--- config.mk ---
export PLATFORM = sky130hd
export DESIGN_NAME = lss_led_sink
export DESIGN_NICKNAME = d
export VERILOG_FILES = /design/src/lss_pkg.sv /design/src/lss_pins_if.sv /design/src/lss_pin_sync.sv /design/src/lss_led_sink.sv
export VERILOG_INCLUDE_DIRS = /design/src
export SDC_FILE = /design/constraint.sdc
export NUM_CORES = 1
export LEC_CHECK = 0
export BUFFER_PORTS_ARGS = -buffer_cell sky130_fd_sc_hd__buf_2
export CAP_MARGIN = 5
export CORE_ASPECT_RATIO = 2
export CORE_UTILIZATION = 59
export CTS_CLUSTER_DIAMETER = 150
export CTS_CLUSTER_SIZE = 24
export DETAILED_ROUTE_END_ITERATION = 10
export HOLD_SLACK_MARGIN = 0.15
export PLACE_DENSITY_LB_ADDON = 0.25
export SKIP_LAST_GASP = 1
export SYNTH_ARGS = -nofsm -noshare
export SYNTH_HDL_FRONTEND = slang
export SYNTH_SLANG_ARGS = --single-unit
--- constraint.sdc ---
create_clock -name clock -period 2.6 [get_ports clock]
set_clock_uncertainty 0.1 [all_clocks]
set_input_delay 0.39 -clock clock [delete_from_list [all_inputs] [get_ports clock]]
set_output_delay 0.39 -clock clock [all_outputs]
set_load 0.01 [all_outputs]
--- src/lss_params.svh ---
// Constants for the sixteen-stage LED sink shift and latch block.
// Contract
// - Shift rising edge advances all sixteen stages.
// - Serial data is stored inverted on entry.
// - Latch rising edge copies all shift stages.
// - Shift and latch clocks act independently, rising.
// - Each bit has shift and latch flops.
// - LED sink outputs are open drain only.
// - Cascade output shows the sixteenth shift stage.
// - Tied clocks latch the pre-shift contents.
// - Init sets registers, floats sinks, cascade low.
// - Output off floats all sinks, cascade unchanged.
// - Output off never disturbs shifting.
`ifndef LSS_PARAMS_SVH
`define LSS_PARAMS_SVH

`define LSS_STAGES      16
`define LSS_LAST_STAGE  15
`define LSS_SHIFT_RST   16'hFFFF
`define LSS_LATCH_RST   16'hFFFF
`define LSS_SINK_OFF    16'hFFFF
`define LSS_PINS        5
`define LSS_PIN_RST     5'h0
`define LSS_PIN_SHIFT   0
`define LSS_PIN_LATCH   1
`define LSS_PIN_DATA    2
`define LSS_PIN_INIT_N  3
`define LSS_PIN_OFF     4

`endif

--- src/lss_pkg.sv ---
// Types shared by the LED sink shift and latch block.
`include "lss_params.svh"

package lss_pkg;

  // Core state: shift stages, latch stages and registered pin drives.
  typedef struct packed {
    logic [`LSS_STAGES-1:0] shift;
    logic [`LSS_STAGES-1:0] latch;
    logic [`LSS_STAGES-1:0] oe_n;
    logic                   sink;
    logic                   casc;
  } lss_core_t;

  // Pin synchroniser state.
  typedef struct packed {
    logic [`LSS_PINS-1:0] meta;
    logic [`LSS_PINS-1:0] stable;
    logic [`LSS_PINS-1:0] prev;
    logic                 shift_rise;
    logic                 latch_rise;
  } lss_sync_t;

endpackage

--- src/lss_pins_if.sv ---
// Synchronised pin levels and clock edge pulses passed to the core.
`timescale 1ns/1ps

interface lss_pins_if;
  logic shift_rise;
  logic latch_rise;
  logic data_in;
  logic init_act;
  logic out_off;

  modport src (output shift_rise, output latch_rise, output data_in, output init_act,
               output out_off);
  modport dst (input shift_rise, input latch_rise, input data_in, input init_act,
               input out_off);
endinterface

--- src/lss_pin_sync.sv ---
// Two-flop synchroniser and rising edge finder for the host pins.
`timescale 1ns/1ps
`include "lss_params.svh"

module lss_pin_sync (
  input  wire logic                 clock,
  input  wire logic                 rst_b,
  input  wire logic [`LSS_PINS-1:0] pins,
  lss_pins_if.src                   sync
);

  lss_pkg::lss_sync_t st_q;
  lss_pkg::lss_sync_t st_d;

  ////////////////////////////////////////////////////////////////////////////
  // Next state. The first stage is only copied into the second; edges are
  // found on the second stage so a metastable level never reaches logic.
  always_comb begin
    st_d            = st_q;
    st_d.meta       = pins;
    st_d.stable     = st_q.meta;
    st_d.prev       = st_q.stable;
    st_d.shift_rise = st_q.stable[`LSS_PIN_SHIFT] & ~st_q.prev[`LSS_PIN_SHIFT];
    st_d.latch_rise = st_q.stable[`LSS_PIN_LATCH] & ~st_q.prev[`LSS_PIN_LATCH];
  end

  // Register the whole state.
  always_ff @(posedge clock or negedge rst_b) begin
    if (!rst_b) begin
      st_q <= '{meta: `LSS_PIN_RST, stable: `LSS_PIN_RST, prev: `LSS_PIN_RST,
                shift_rise: 1'b0, latch_rise: 1'b0};
    end else begin
      st_q <= st_d;
    end
  end

  ////////////////////////////////////////////////////////////////////////////
  // Hand the synchronised values to the core; init pin is active low.
  assign sync.shift_rise = st_q.shift_rise;
  assign sync.latch_rise = st_q.latch_rise;
  assign sync.data_in    = st_q.stable[`LSS_PIN_DATA];
  assign sync.init_act   = ~st_q.stable[`LSS_PIN_INIT_N];
  assign sync.out_off    = st_q.stable[`LSS_PIN_OFF];
endmodule

--- src/lss_led_sink.sv ---
// Sixteen-stage serial shift register with latch driving open-drain LED sinks.
`timescale 1ns/1ps
`include "lss_params.svh"

module lss_led_sink (
  input  wire logic                   clock,
  input  wire logic                   rst_b,
  input  wire logic                   shift_clk,
  input  wire logic                   latch_clk,
  input  wire logic                   shift_in,
  input  wire logic                   init_n,
  input  wire logic                   output_on,
  output logic [`LSS_STAGES-1:0]      led_sink_o,
  output logic [`LSS_STAGES-1:0]      led_sink_oe_n,
  output logic                        cascade_out
);

  lss_pins_if         pin_bus ();
  lss_pkg::lss_core_t st_q;
  lss_pkg::lss_core_t st_d;
  logic               sink_off;

  ////////////////////////////////////////////////////////////////////////////
  // All host pins come from outside this clock and are synchronised first.
  lss_pin_sync u_sync (
    .clock (clock),
    .rst_b (rst_b),
    .pins  ({output_on, init_n, shift_in, latch_clk, shift_clk}),
    .sync  (pin_bus.src)
  );

  ////////////////////////////////////////////////////////////////////////////
  // Next state. Each bit owns a shift flop and a separate latch flop, and the
  // latch always reads the shift value from before this cycle's shift, so
  // clocks tied together give the one-edge delay.
  always_comb begin
    st_d     = st_q;
    sink_off = pin_bus.init_act | pin_bus.out_off;
    if (pin_bus.init_act) begin
      // Init overrides everything; clocks and data are ignored.
      st_d.shift = `LSS_SHIFT_RST;
      st_d.latch = `LSS_LATCH_RST;
    end else begin
      if (pin_bus.shift_rise) begin
        // Stage 0 takes the inverted serial bit: one means sink off.
        st_d.shift = {st_q.shift[`LSS_STAGES-2:0], ~pin_bus.data_in};
      end
      if (pin_bus.latch_rise) begin
        st_d.latch = st_q.shift;
      end
    end
    // A low latch bit enables the sink; never a high drive on these pins.
    st_d.oe_n = sink_off ? `LSS_SINK_OFF : st_d.latch;
    st_d.sink = 1'b0;
    // Cascade carries stage sixteen back in host polarity for the next part.
    st_d.casc = ~st_d.shift[`LSS_LAST_STAGE];
  end

  // Register the whole state; reset sets both register banks.
  always_ff @(posedge clock or negedge rst_b) begin
    if (!rst_b) begin
      st_q <= '{shift: `LSS_SHIFT_RST, latch: `LSS_LATCH_RST, oe_n: `LSS_SINK_OFF,
                sink: 1'b0, casc: 1'b0};
    end else begin
      st_q <= st_d;
    end
  end

  ////////////////////////////////////////////////////////////////////////////
  // Outputs come straight from flops.
  assign led_sink_o    = {`LSS_STAGES{st_q.sink}};
  assign led_sink_oe_n = st_q.oe_n;
  assign cascade_out   = st_q.casc;
endmodule

After elaboration in Yosys (flattened, before gate mapping)
Cells that the tools add are included.
{ "word_totals": {"reg_bits": 63, "out_inout_bits": 33} }
{ "op_classes": {"eq_ne": 1, "n_mux": 4, "n_bitwise": 8} }
{ "op_table": {"columns": ["op", "n"], "rows": [
  ["$mux 16", 3],
  ["$mux 32", 1],
  ["$not 1->1", 5],
  ["$and 1x1->1", 2],
  ["$ne 2x2->1 const B", 1],
  ["$or 1x1->1", 1]
]} }

Depth between registers and ports, before layout
{ "logic_depth": {"ltp_word": 4, "depth_mapped": 5, "ltp_nobuf": 2} }

Modules after synthesis
From an unflattened synthesis, not the netlist that was laid out.
{ "unflattened": {"hier_cells": 192, "hier_area_um2": 2582.5} }
{ "modules_own_cells": {"columns": ["module", "instances", "cells_each", "area_each_um2", "seq_area_each_um2"], "rows": [
  ["lss_led_sink", 1, 175, 2200.9, 1286.2],
  ["lss_pin_sync", 1, 17, 381.6, 350.3]
]} }

Worst setup path after synthesis
Ideal clock, no wire load.
{ "synth_timing": {"path_kind": "register to output", "start": "register st_q (netlist bit led_sink_oe_n[0])", "end": "output led_sink_oe_n[0]", "arrival_time_ns": 0.594, "t_required_ns": 2.110, "setup_slack_ns": 1.516, "path_stages_with_launch": 2, "cell_sequence": "dfstp_2 buf_4"} }
{ "synth_lines": {"columns": ["element", "line_no", "text"], "rows": [
  ["from (decl)", "lss_led_sink.sv:19", "lss_pkg::lss_core_t st_q;"],
  ["from (signal assigned)", "lss_led_sink.sv:62", "st_q <= '{shift: `LSS_SHIFT_RST, latch: `LSS_LATCH_RST, oe_n: `LSS_SINK_OFF,"],
  ["from (signal assigned)", "lss_led_sink.sv:65", "st_q <= st_d;"],
  ["to (decl)", "lss_led_sink.sv:14", "output logic [`LSS_STAGES-1:0] led_sink_oe_n,"]
]} }
No word-level cell between the ends.

==> reports/results.txt <==
Status: finished, final reports clean
P_sw: 0.381 mW
Layout cells sized above 1: 40.3%
Clock sinks: 63
Layout fillers: 324
Instance count on the critical path: 2
Initial Util: 61.6%
Max_cap viols: 0
Final core utilization: 64.9%
GRT Total Usage: 18.5%
Synth top area share: 50.1%
Multi-input logic area: 594 sq um
Worst-path clk slew: 0.06 ns
Post-synth cell types: 15
CP Capture Type: register
Power Dens Cells: 660 nW/um^2
Area grow syn2layout: 5.37%
CTS tree: done
Buf/Inv on CP: 0
Initial antenna violation count: 0
M1 GR Usage: 21.4%
Largest net degree at the start of global routing: 35
Routed Antenna Nets: 0
CTS root buf: clkbuf_8
Slew HR: 39.9%
Worst Path Max Fanout: 16
Grt ovf: 0
Hold Path Origin: u_sync.st_d[11]$_DFF_PN0_
Core Area: 4090 sq um
Int Pwr: 1.37 mW
Switching share of power: 21.8%
Crit-path cells: mux2i_1, nand2_1
Pre-antenna DRT Iters: 4
Final wirelength: 3420 microns
Slowest Stage Delay on Critical Path: 0.93 ns
Top post-synthesis cells by area: dfstp_2 50%, dfrtp_1 15%, mux2i_1 12%, buf_4 9.5%, nand2_1 7.0%
Top delay family on crit path: flip-flops
Reg2Reg Depth: 2
Post-synthesis register bit count: 63
First-pass GRT wire length: 5580 microns
Worst r2r dst: st_q[28]$_DFF_PN1_
Crit path launch: u_sync.sync.latch_rise$_DFF_PN0_
Avg Cell Area, Syn: 13.2 sq um
Clock Power Share: 38.0%
Area leader, netlist: dfstp_2
Routed vias: 1238
DR iter-0 viols: 31
Hold Vio Cnt, Final: 0
RSZ-0062 raised after global routing: false
Max Root-Sink Buffers: 2
Die ar.: 4550 sq um
Register area: 1640 sq um
Fmax: 0.642 GHz
Sequential area share after synthesis: 65.0%
Worst Path Arrival: 1.69 ns
Sequential Power Share: 58.0%
Hpwl dp: 2070 microns
Highest-delay cell along the critical path: dfrtp_1
Min cycle time layout: 1.56 ns
Worst min path class: register to register
CTS buffer count: 9
Synth warn: 0
Worst path required time: 2.74 ns
R2R setup slack: 1.04 ns
Setup Crit Path Kind: register to register
Port buffer count: 23
DRC: 0
Die H: 94.4 microns
Final Power: 1.75 mW
Vias in the first global route: 1264
Fin nets: 213
Die width: 48.2 microns
Static Leak: 1.08 nW
Post-CTS Setup Repair Bufs: 0
Met2 track demand over resource: 28.6%
CP endpoint: st_q[28]$_DFF_PN1_
Vias per inst: 4.71
Maximum vdd drop: 0.464 mV
GR peak layer: met2
Clk_lat worst skew: 0.32 ns
I/O pin count: 40
Setup TNS: 0 ns
Gpl congestion: 0.750
Gate power share: 4.0%
Critical R2R Launch: u_sync.sync.latch_rise$_DFF_PN0_
Antenna cells: 0
Post-DR wirelength/cell: 13.0 microns
Syn Inst Count: 191
Final Cycle Share: 59.9%
Cell Rows: 33
Final setup fails: 0
GRT met3 Usage: 5.74%
Actual slew at the worst max-slew pin: 0.901 ns
Max Slew Vio Count: 0
CTS H-tree depth: 3
CP Launch Type: register
Mapped cell area: 2520 sq um
[worst reg2reg max path, delay by kind of cell, from the launching register on]
family           cells  cell delay (ns)
flip-flops           1             0.93
multiplexers         1             0.34
AND/OR/NAND/NOR      1             0.10
[layout by cell type (no fill, tap or decap), drive strengths merged]
cell type    Yosys  routed
nor2             1       1
nand2           47      47
dlygate4sd3      0       6
conb             1      16
clkinv           0       2
dfrtp           15      15
clkbuf           1      14
nor2b            3       3
buf             41      25
dfstp           48      48
o21ai            1       1
mux2i           31      31
and2             2       2
[sequential cells by signal, summed over array words and instances (netlist names)]
name and flops:
u_sync.sync.out_off 1, u_sync.sync.shift_rise 1, u_sync.sync.latch_rise 1, st_q 32, cascade_out 1, u_sync.sync.data_in 1
u_sync.st_d 8, u_sync.st_q 2, led_sink_oe_n 16
[Yosys cell counts]
cell / instances
buf_2: 2
mux2i_1: 31
nor2b_4: 1
nand2_1: 47
buf_6: 6
conb_1: 1
nor2_1: 1
and2_1: 2
buf_12: 1
buf_4: 32
dfstp_2: 48
o21ai_1: 1
dfrtp_1: 15
nor2b_1: 2
clkbuf_1: 1
[final cells by class]
| cell class | instances | area share [%] |
|---|---|---|
| Tap cell | 52 | 2.45 |
| Timing Repair Buffer | 31 | 7.65 |
| Clock inverter | 2 | 0.378 |
| Multi-Input combinational cell | 101 | 22.4 |
| Clock buffer | 14 | 5.38 |
| Sequential cell | 63 | 61.7 |
[power by group through the flow]
stage | sequential, mW | clock [mW] | combinational (mW)
after floorplan | 1.02 | 0 | 0.0738
after global placement | 1.03 | 0 | 0.0628
after detailed placement | 1.03 | 0 | 0.0645
after CTS | 1.01 | 0.695 | 0.0713
after global routing | 1.02 | 0.732 | 0.0791
final | 1.01 | 0.665 | 0.0706
[worst min path at each step]
stage | cells after the start | slack (ns) | endpoint
finish | 0 | 0.25 | u_sync.sync.out_off$_DFF_PN0_
global route | 0 | 0.25 | u_sync.sync.out_off$_DFF_PN0_
CTS | 0 | 0.25 | u_sync.st_d[3]$_DFF_PN0_
detailed placement | 0 | 0.24 | u_sync.st_d[2]$_DFF_PN0_
global placement | 0 | 0.23 | u_sync.sync.data_in$_DFF_PN0_
floorplan | 0 | -0.006 | cascade_out$_DFF_PN0_
[stage by stage]
stage          worst slack (ns)  instances  instance area [sq um]  hold slack, ns
2_1_floorplan              1.52        206                   2570        -0.00559
5_1_grt                   0.941        263                   2650           0.254
4_1_cts                    1.04        263                   2650           0.251
6_report                   1.04        263                   2650           0.248
3_5_place_dp               1.07        241                   2440           0.237
3_3_place_gp               1.08        241                   2440           0.233
[layer usage]
| layer | wire length, microns | part of all wire [%] | vias to the layer above |
|---|---|---|---|
| met3 | 131 | 3.8 | 6 |
| met5 | 0 | 0 | - |
| met1 | 1380 | 40 | 622 |
| li1 | - | - | 584 |
| met4 | 67 | 2.0 | 0 |
| met2 | 1840 | 54 | 26 |
[cells by family (layout without fill, tap and decap cells)]
kind of cell / count (synthesis) / after routing / synth area share, %
buffers and inverters: 42 / 47 / 13.6
muxes: 31 / 31 / 12.3
AOI/OAI and AO/OA: 1 / 1 / 0.199
and+or+nand+nor: 53 / 53 / 8.70
other: 1 / 16 / 0.149
DFF: 63 / 63 / 65.0
[repair_timing]
item,CTS,global route
hold buffers,6,0
endpoints found under the hold margin,20,0
setup endpoints to repair,0,0
resized for setup,0,0
(Power assumes the default switching activity.)
